`config.mk`:
```
export PLATFORM = sky130hd
export DESIGN_NAME = tpb_top
export DESIGN_NICKNAME = d
export VERILOG_FILES = /design/src/hw/tpb_pkg.sv /design/src/hw/tpb_top.sv /design/src/hw/tpb_gap_timer.sv
export SDC_FILE = /design/constraint.sdc
export NUM_CORES = 1
export LEC_CHECK = 0
export BUFFER_PORTS_ARGS = -buffer_cell sky130_fd_sc_hd__buf_2
export CORE_UTILIZATION = 35
export DETAILED_ROUTE_END_ITERATION = 8
export MAX_ROUTING_LAYER = met4
export PLACE_DENSITY = 0.61
export SLEW_MARGIN = 20
export SYNTH_ARGS = -nofsm -noshare
export SYNTH_HDL_FRONTEND = slang
export SYNTH_SLANG_ARGS = --single-unit
```
`constraint.sdc`:
```
create_clock -name i_clk -period 2.2 [get_ports i_clk]
set_input_delay 0.44 -clock i_clk [delete_from_list [all_inputs] [get_ports i_clk]]
set_output_delay 0.44 -clock i_clk [all_outputs]
set_load 0.03 [all_outputs]
```
`src/hw/tpb_pkg.sv`:
```
package tpb_pkg;

  // Management register map
  localparam logic [4:0]  EXT_REG_ADDR    = 5'h1b;
  localparam int          TALLY_LSB       = 8;
  localparam int          TALLY_W         = 8;
  localparam int          CONT_BIT        = 5;
  localparam int          PATT_EN_BIT     = 4;
  localparam int          GAP_SEL_BIT     = 2;
  localparam int          SEL_LSB         = 0;
  localparam logic [7:0]  TALLY_MAX       = 8'hff;
  localparam logic [7:0]  TALLY_RESET     = 8'h00;
  localparam logic [15:0] RDATA_RESET     = 16'h0000;

  // Timing at the 25 MHz core clock
  localparam int          CLK_PERIOD_NS   = 40;
  localparam int          GAP_SHORT_US    = 10;
  localparam int          GAP_LONG_US     = 15;
  localparam int          GAP_W           = 9;
  localparam logic [GAP_W-1:0] GAP_SHORT_CYC =
    GAP_W'(GAP_SHORT_US * 1000 / CLK_PERIOD_NS);
  localparam logic [GAP_W-1:0] GAP_LONG_CYC =
    GAP_W'(GAP_LONG_US * 1000 / CLK_PERIOD_NS);

  // Data test sequence
  localparam int          SEQ_BITS        = 64;
  localparam logic [8:0]  PRBS_SEED       = 9'h1ff;

  // End-of-packet marker codes toward the line driver
  localparam logic [1:0]  EOP_NONE        = 2'h0;
  localparam logic [1:0]  EOP_ZERO        = 2'h1;
  localparam logic [1:0]  EOP_ONE         = 2'h2;

  typedef enum logic [1:0] {
    PAT_DATA_EOP0 = 2'b00,
    PAT_DATA_EOP1 = 2'b01,
    PAT_NLP       = 2'b10,
    PAT_TONE      = 2'b11
  } tpb_pattern_t;

  typedef enum logic [1:0] {
    ST_IDLE = 2'b00,
    ST_SEND = 2'b01,
    ST_EOP  = 2'b10,
    ST_GAP  = 2'b11
  } tpb_state_t;

  function automatic logic [GAP_W-1:0] tpb_gap_cycles(input logic long_gap);
    tpb_gap_cycles = long_gap ? GAP_LONG_CYC : GAP_SHORT_CYC;
  endfunction : tpb_gap_cycles

endpackage : tpb_pkg

```
`src/hw/tpb_top.sv`:
```
`timescale 1ns/1ns
module tpb_top
  import tpb_pkg::*;
#(
  parameter int SEQ_LEN = SEQ_BITS
) (
  // Clock and reset
  input  wire logic        i_clk,
  input  wire logic        i_reset,
  // Management register port
  input  wire logic [4:0]  i_reg_addr,
  input  wire logic        i_reg_wr,
  input  wire logic        i_reg_rd,
  input  wire logic [15:0] i_reg_wdata,
  output logic [15:0]      o_reg_rdata,
  // Packet self-test engine
  input  wire logic        i_bist_start,
  input  wire logic        i_bist_enable,
  input  wire logic        i_bist_active,
  input  wire logic        i_bist_nibble_err,
  output logic             o_selftest_continuous_tx,
  // 10BASE-T controls
  input  wire logic        i_speed_10m,
  input  wire logic        i_long_tx_guard_disable,
  output logic             o_long_tx_guard_on,
  // Line driver
  input  wire logic        i_drv_bit_tick,
  output logic             o_drv_active,
  output logic             o_drv_bit_valid,
  output logic             o_drv_bit,
  output logic [1:0]       o_drv_eop,
  output logic             o_drv_nlp
);

  // Control fields
  logic               selftest_continuous_tx;
  logic               driver_pattern_enable_10m;
  logic               pattern_sequence_gap_select;
  tpb_pattern_t       driver_pattern_select;
  logic [TALLY_W-1:0] selftest_nibble_error_tally;

  tpb_state_t         state;
  tpb_state_t         next_state;
  logic [8:0]         prbs;
  logic [6:0]         bit_cnt;
  logic               gap_done;
  logic [GAP_W-1:0]   gap_seen;

  // Register decode
  wire logic hit    = (i_reg_addr == EXT_REG_ADDR);
  wire logic wr_hit = hit && i_reg_wr;
  wire logic rd_hit = hit && i_reg_rd;

  // Reserved bits 7:6 and 3 are not stored and read as zero
  wire logic [15:0] reg_value = {selftest_nibble_error_tally, 2'b00,
    selftest_continuous_tx, driver_pattern_enable_10m, 1'b0,
    pattern_sequence_gap_select, driver_pattern_select};

  always_ff @(posedge i_clk) begin
    if (i_reset) begin
      selftest_continuous_tx      <= 1'b0;
      driver_pattern_enable_10m   <= 1'b0;
      pattern_sequence_gap_select <= 1'b0;
      driver_pattern_select       <= PAT_DATA_EOP0;
    end else if (wr_hit) begin
      selftest_continuous_tx      <= i_reg_wdata[CONT_BIT];
      driver_pattern_enable_10m   <= i_reg_wdata[PATT_EN_BIT];
      pattern_sequence_gap_select <= i_reg_wdata[GAP_SEL_BIT];
      driver_pattern_select       <=
        tpb_pattern_t'(i_reg_wdata[SEL_LSB +: 2]);
    end
  end

  always_ff @(posedge i_clk) begin
    if (i_reset) begin
      o_reg_rdata <= RDATA_RESET;
    end else begin
      o_reg_rdata <= rd_hit ? reg_value : RDATA_RESET;
    end
  end

  // Tally: an error in the restart cycle still counts as the first one
  wire logic tally_full = (selftest_nibble_error_tally == TALLY_MAX);
  wire logic count_err  = i_bist_active && i_bist_nibble_err;
  wire logic [TALLY_W-1:0] next_tally =
    i_bist_start ? {{(TALLY_W-1){1'b0}}, count_err} :
    (count_err && !tally_full) ? selftest_nibble_error_tally + 8'h01 :
    selftest_nibble_error_tally;

  always_ff @(posedge i_clk) begin
    if (i_reset) begin
      selftest_nibble_error_tally <= TALLY_RESET;
    end else begin
      selftest_nibble_error_tally <= next_tally;
    end
  end

  // Gaps are suppressed only while the self-test engine itself is enabled
  always_ff @(posedge i_clk) begin
    if (i_reset) begin
      o_selftest_continuous_tx <= 1'b0;
      o_long_tx_guard_on       <= 1'b0;
    end else begin
      o_selftest_continuous_tx <= selftest_continuous_tx &&
                                  i_bist_enable;
      o_long_tx_guard_on       <= i_speed_10m &&
                                  !i_long_tx_guard_disable;
    end
  end

  // Pattern sequencer
  wire logic is_tone  = (driver_pattern_select == PAT_TONE);
  wire logic is_nlp   = (driver_pattern_select == PAT_NLP);
  wire logic seq_last = (bit_cnt == 7'(SEQ_LEN - 1));
  wire logic gap_load = (state != ST_GAP) && (next_state == ST_GAP);
  wire logic step     = i_drv_bit_tick;

  always_comb begin
    next_state = state;
    if (!driver_pattern_enable_10m) begin
      next_state = ST_IDLE;
    end else begin
      unique case (state)
        ST_IDLE: next_state = is_nlp ? ST_GAP : ST_SEND;
        ST_SEND: begin
          if (step && !is_tone && seq_last) begin
            next_state = ST_EOP;
          end
        end
        ST_EOP:  next_state = step ? ST_GAP : ST_EOP;
        ST_GAP:  next_state = gap_done ? ST_IDLE : ST_GAP;
      endcase
    end
  end

  tpb_gap_timer #(
    .W (GAP_W)
  ) i_tpb_gap_timer (
    .i_clk   (i_clk),
    .i_reset (i_reset),
    .i_load  (gap_load),
    .i_count (tpb_gap_cycles(pattern_sequence_gap_select)),
    .o_busy  (),
    .o_done  (gap_done)
  );

  wire logic send_bit = (state == ST_SEND) && step;
  wire logic [1:0] eop_code =
    (driver_pattern_select == PAT_DATA_EOP1) ? EOP_ONE : EOP_ZERO;

  always_ff @(posedge i_clk) begin
    if (i_reset) begin
      state           <= ST_IDLE;
      prbs            <= PRBS_SEED;
      bit_cnt         <= '0;
      o_drv_active    <= 1'b0;
      o_drv_bit_valid <= 1'b0;
      o_drv_bit       <= 1'b0;
      o_drv_eop       <= EOP_NONE;
      o_drv_nlp       <= 1'b0;
    end else begin
      state           <= next_state;
      o_drv_active    <= driver_pattern_enable_10m;
      o_drv_bit_valid <= send_bit;
      o_drv_bit       <= send_bit ? (is_tone | prbs[0]) : 1'b0;
      o_drv_eop       <= (state == ST_EOP && step && driver_pattern_enable_10m)
                         ? eop_code : EOP_NONE;
      o_drv_nlp       <= (state == ST_IDLE) && driver_pattern_enable_10m
                         && is_nlp;
      if (send_bit) begin
        prbs    <= {prbs[4] ^ prbs[0], prbs[8:1]};
        bit_cnt <= seq_last ? '0 : bit_cnt + 7'h01;
      end else if (state == ST_IDLE) begin
        bit_cnt <= '0;
      end
    end
  end

  // Helper: cycles spent in the gap state
  always_ff @(posedge i_clk) begin
    if (i_reset || state != ST_GAP) begin
      gap_seen <= '0;
    end else begin
      gap_seen <= gap_seen + 9'h001;
    end
  end
endmodule : tpb_top

```
`src/hw/tpb_gap_timer.sv`:
```
`timescale 1ns/1ns
module tpb_gap_timer
  import tpb_pkg::*;
#(
  parameter int W = GAP_W
) (
  // Clock and reset
  input  wire logic         i_clk,
  input  wire logic         i_reset,
  // Control
  input  wire logic         i_load,
  input  wire logic [W-1:0] i_count,
  // Status
  output logic              o_busy,
  output logic              o_done
);

  logic [W-1:0] count;

  wire logic last = o_busy && (count == W'(1));

  // Done comes i_count cycles after the load edge
  always_ff @(posedge i_clk) begin
    if (i_reset) begin
      count  <= '0;
      o_busy <= 1'b0;
      o_done <= 1'b0;
    end else begin
      // A reload drops any done pulse still due from an abandoned gap
      o_done <= last && !i_load;
      if (i_load) begin
        count  <= i_count;
        o_busy <= 1'b1;
      end else if (o_busy) begin
        count  <= count - W'(1);
        o_busy <= !last;
      end
    end
  end

endmodule : tpb_gap_timer

```
# Word level (Yosys, flattened, before mapping)

Index checks and enable logic that the tools add are counted.
Widths: inputs -> output; s select.

Register bits after elaboration: 66
Latch bits: 0
Memory bits (writable): 0
Memory bits (read-only): 0
Input port bits: 32
Output and inout port bits: 24
Memories kept: 0

$add $sub $neg: 3
Multipliers: 0
Div/mod/pow operators: 0
Magnitude comparators: 0
Equal/unequal tests: 12
Shifts and indexed selects: 0
Mux-type cells: 17
Bitwise gates (word level): 5
Reduce and logical (&&, ||, !) cells: 29

Operators with widths:

| kind                | number |
|---|---|
| $mux 9              | 3 |
| $mux 7              | 3 |
| $logic_and 1x1->1   | 16 |
| $eq 2x2->1 const B  | 5 |
| $mux 2              | 5 |
| $eq 9x1->1 const B  | 1 |
| $sub 9x1->9 const B | 1 |
| $add 8x1->8 const B | 1 |
| $eq 8x8->1 const B  | 1 |
| $pmux 2 s4          | 1 |
| $reduce_or 2->1     | 4 |
| $add 7x1->7 const B | 1 |
| $eq 7x6->1 const B  | 1 |
| $reduce_bool 2->1   | 3 |
| $eq 5x5->1 const B  | 1 |
| $logic_not 1->1     | 5 |
| $mux 1              | 5 |
| $eq 2x1->1 const B  | 2 |
| $not 1->1           | 3 |
| $logic_not 2->1     | 1 |
| $ne 2x2->1 const B  | 1 |
| $or 1x1->1          | 1 |
| $xor 1x1->1         | 1 |

# Logic depth before layout (Yosys ltp)

Word-level depth: 11
Mapped depth: 6

# Modules after synthesis

A second synthesis with hierarchy kept.

Cell total of the unflattened synthesis: 299
Area total of the unflattened synthesis: 2755.1 um^2

By module, submodules not included:

| module        | instances | cells an instance | area an instance (um^2) |
|---|---|---|---|
| tpb_top       | 1         | 227               | 2134.5 |
| tpb_gap_timer | 1         | 72                | 620.6 |

# Least setup slack after synthesis

Ideal clock, no wire load.

Path kind: register -> register
Start point: register i_tpb_gap_timer.o_busy
End point: register i_tpb_gap_timer.count[7]
Setup time: 0.122 ns
Arrival time: 1.389 ns
Data required time: 2.078 ns
Slack: 0.689 ns
Stages on the path, launching flop included: 6
Buffers on the path: 1
Clock period less this slack: 1.511 ns
Cells stage by stage: dfxtp_1 buf_4 or4b_4 nor4b_4 xnor2_1 a21oi_2

Cells in the longest elaborated chain, start to end: 1

RTL lines:

| item                               | line                | text |
|---|---|---|
| start, declared                    | tpb_gap_timer.sv:14 | `output logic o_busy,` |
| start signal, assigned             | tpb_gap_timer.sv:36 | `o_busy <= !last;` |
| $reduce_bool 2->1 (no source line) | -                   |  |
| end signal, assigned               | tpb_gap_timer.sv:32 | `count <= i_count;` |
| end signal, assigned               | tpb_gap_timer.sv:35 | `count <= count - W'(1);` |
| end, declared                      | tpb_gap_timer.sv:18 | `logic [W-1:0] count;` |

No other way between the ends.
A chain may end at the register's enable or synchronous reset.

# Worst setup path after layout

Start point: register driver_pattern_select[1]
End point: register i_tpb_gap_timer.count[0]

Cells in the longest elaborated chain, start to end: 10

RTL lines:

| item                                        | line           | text |
|---|---|---|
| start, declared                             | tpb_top.sv:39  | `tpb_pattern_t driver_pattern_select;` |
| start signal, assigned                      | tpb_top.sv:69  | `driver_pattern_select <=` |
| $eq 2x2->1                                  | tpb_top.sv:112 | `wire logic is_tone = (driver_pattern_select == PAT_TONE);` |
| $logic_not 1->1                             | tpb_top.sv:126 | `if (step && !is_tone && seq_last) begin` |
| $logic_and 1x1->1 (2 in series)             | tpb_top.sv:126 |  |
| $mux 2                                      | tpb_top.sv:126 |  |
| $pmux 2 s4 *                                | tpb_top.sv:123 | `unique case (state)` |
| $mux 2 *                                    | tpb_top.sv:120 | `if (!driver_pattern_enable_10m) begin` |
| $eq 2x2->1 *                                | tpb_top.sv:115 | `wire logic gap_load = (state != ST_GAP) && (next_state == ST_GAP);` |
| $logic_and 1x1->1 *                         | tpb_top.sv:115 |  |
| $mux 9 or $reduce_bool 2->1 (tied branches) | -              |  |

Mark *: on every way between the ends. The rest lies on a longest branch, timed or not.

==> metrics.yaml <==
status: "completed"
syn2layout_area_growth_pct: 18.78
dieArea_mm2: 0.007558
tightest_slew_ns: 0.5761
required_ns: 2.41
via_per_inst: 4.757
core-area_mm2: 0.006869
power_density_mw_per_mm2: 724.4
yosysWarnings: 0
dp_hpwl_um: 3281
track_usage: 0.1499
cap_violations: 0
setup.worst_path.end_class: "register"
syn-mean-instance-area_um2: 9.421
num-fill-cells: 671
rows: 30
cts_tree: "built"
cts.repair.resized: 0
arrival_ns: 1.89
fmax_mhz: 597.3
hold_viol: 0
fin_setup_tns_ns: 0
drive_gt1_frac: 0.2063
globalRouteOverflowTotal: 0
grt_max_degree: 21
start_util: 0.3676
dieWidth_um: 86.94
io_pins: 56
gp_congestion: 0.8213
final_common_cell: "dfxtp_1"
numCtsBuffers: 9
die_y_um: 86.94
p_total_mw: 2.173
synth_area_mm2: 0.002525
cts.sinks: 63
synth_seq_cells: 63
cts_hold_buf: 0
rsz0062_at_grt: "false"
drc_errors: 0
critical-path-max-stage-delay_ns: 0.43
synthCells: 268
start_kind: "register"
nNetsFinal: 346
power_leakage_nw: 1.273
grt_pass1_vias: 1827
cts_root_buf: "clkbuf_8"
grt_pass1_wl_um: 8307
yosysSeqAreaShare: 0.4995
ys_types: 44
regArea_mm2: 0.001261
h-tree-depth: 3
post_cts_buffers: 0
report.final.slew_viol_count: 0
path_cells: "or3b_1 -> a211o_1 -> o21bai_1 -> a21oi_1"
dr.first_iter.drc_count: 70
path_buf_inv: 0
ant_nets: 0
avgRoutedWirePerCell_um: 11.74
clock_skew_ns: 0.008133
cts.clk_slew.worst_paths_ns: 0.07
clock_path_buffers: 2
min_path_type: "input pin to register"
antenna_cells: 0
crit_fanout: 9
crit_type: "register to register"
antenna_found_initial: 0
multi_input_area_mm2: 0.001171
ir_drop_mv: 0.3122
setup_viol: 0
min_period_over_period: 0.7610
portBuffers: 41
slew_headroom: 0.6107
most-common-layout-cells: "dfxtp_1, buf_2, nand2_1, a21oi_1, and2_1"
cp_top_family: "compound AO/OA/AOI/OAI gates"
cp_slowest_cell: "a211o_1"
dr.pass1.iters: 4
fin_crit_ns: 1.674
via_count: 1955
fin_util: 0.4366
wl_um: 4827
clkLatencyLatePin_ns: 0.34
==> cell type report <==
cell class | instances | area share
repair buffers | 45 | 0.07843
flip-flops and latches | 63 | 0.4205
well taps | 96 | 0.04005
clock inverters | 6 | 0.02044
multi-input cells | 185 | 0.3905
inverters | 6 | 0.007509
clock buffers | 10 | 0.04255
==> per-stage QoR <==
step                      cell area [µm²]  cells  hold WS (ns)  setup WS, ns
final                                2999    411        0.2601        0.5258
after global routing                 2999    411        0.2450        0.4009
after CTS                            2999    411        0.2391        0.5259
after detailed placement             2810    395        0.4440        0.5356
after global placement               2810    395        0.4420        0.5477
after floorplan                      2532    270        0.4177        0.6890
==> synth_stat cells <==
cell | instances | share of area
dfxtp_1 | 63 | 0.50
nand2_1 | 29 | 0.043
a21oi_1 | 22 | 0.044
and2_1 | 15 | 0.037
nor2_1 | 13 | 0.019
nand3b_1 | 11 | 0.033
clkbuf_1 | 10 | 0.015
nor3_1 | 10 | 0.020
nand3_1 | 9 | 0.018
mux2i_1 | 7 | 0.028
o21ai_0 | 7 | 0.014
inv_1 | 6 | 0.0089
xnor2_1 | 5 | 0.017
and4b_1 | 4 | 0.016
buf_4 | 4 | 0.012
ha_1 | 4 | 0.020
nand2b_1 | 4 | 0.0099
xor2_1 | 4 | 0.014
a31oi_1 | 3 | 0.0074
and4_1 | 3 | 0.010
o21bai_1 | 3 | 0.0089
a211o_1 | 2 | 0.0069
a41oi_1 | 2 | 0.0069
and3_1 | 2 | 0.0050
buf_2 | 2 | 0.0040
nor3b_1 | 2 | 0.0059
nor4_1 | 2 | 0.0050
nor4b_1 | 2 | 0.0069
nor4bb_1 | 2 | 0.0079
or3_1 | 2 | 0.0050
a21o_1 | 1 | 0.0030
a21oi_2 | 1 | 0.0035
a221oi_1 | 1 | 0.0035
a22oi_1 | 1 | 0.0030
a311oi_1 | 1 | 0.0035
and3b_1 | 1 | 0.0035
conb_1 | 1 | 0.0015
mux2_2 | 1 | 0.0045
nand4_1 | 1 | 0.0025
nor4b_4 | 1 | 0.0094
o31a_1 | 1 | 0.0035
or2_2 | 1 | 0.0025
or3b_1 | 1 | 0.0035
or4b_4 | 1 | 0.0054
==> flip-flops by register name, summed over array words and instances, names as in the netlist, 2 cells and up <==
name	cells
bit_cnt	7
driver_pattern_select	2
i_tpb_gap_timer.count	9
o_drv_eop	2
o_reg_rdata	13
prbs	9
selftest_nibble_error_tally	8
state	2
==> power by group <==
part	internal (mW)	total (mW)	switching, mW
Clock	0.519	0.965	0.446
Sequential	1.14	1.15	0.00273
Combinational	0.0261	0.0613	0.0353
==> path summary, 6_finish.rpt <==
check / cells past startpoint / endpoint / slack [ns] / from
worst max-delay path: 4 / i_tpb_gap_timer.count[0] / 0.53 / driver_pattern_select[1]
worst min-delay path: 2 / o_long_tx_guard_on / 0.26 / i_long_tx_guard_disable
worst max register to register: 4 / i_tpb_gap_timer.count[0] / 0.53 / driver_pattern_select[1]
worst min register to register: 2 / o_selftest_continuous_tx / 0.45 / selftest_continuous_tx
==> routing by layer <==
metal  share of wire  GRT usage  wire, µm  up-vias
li1                -          -         -     1018
met1            0.50     0.1784      2423      893
met2            0.45     0.2248      2149       39
met3           0.037    0.05024       178        5
met4           0.016    0.07727        75        0
met5               0          -         0        -
==> worst register-to-register path: stages (launching register included) <==
cell      delay (ns)
dfxtp_1         0.41
or3b_1          0.39
a211o_1         0.43
o21bai_1        0.26
a21oi_1         0.06
==> kinds of logic (layout without fill, tap and decap cells) <==
family                     count (synthesis)  in the layout  synth area share
DFF                                       63             63            0.4995
other                                      1              3          0.001485
xor gates and xnor gates                   9              9           0.03122
buffers and inverters                     22             67           0.03964
adders and majority gates                  4              4           0.01982
and+or+nand+nor                          116            116            0.2686
muxes                                      8              8           0.03221
AOI/OAI and AO/OA                         45             45            0.1075
Power figures use the tool's default switching activity.
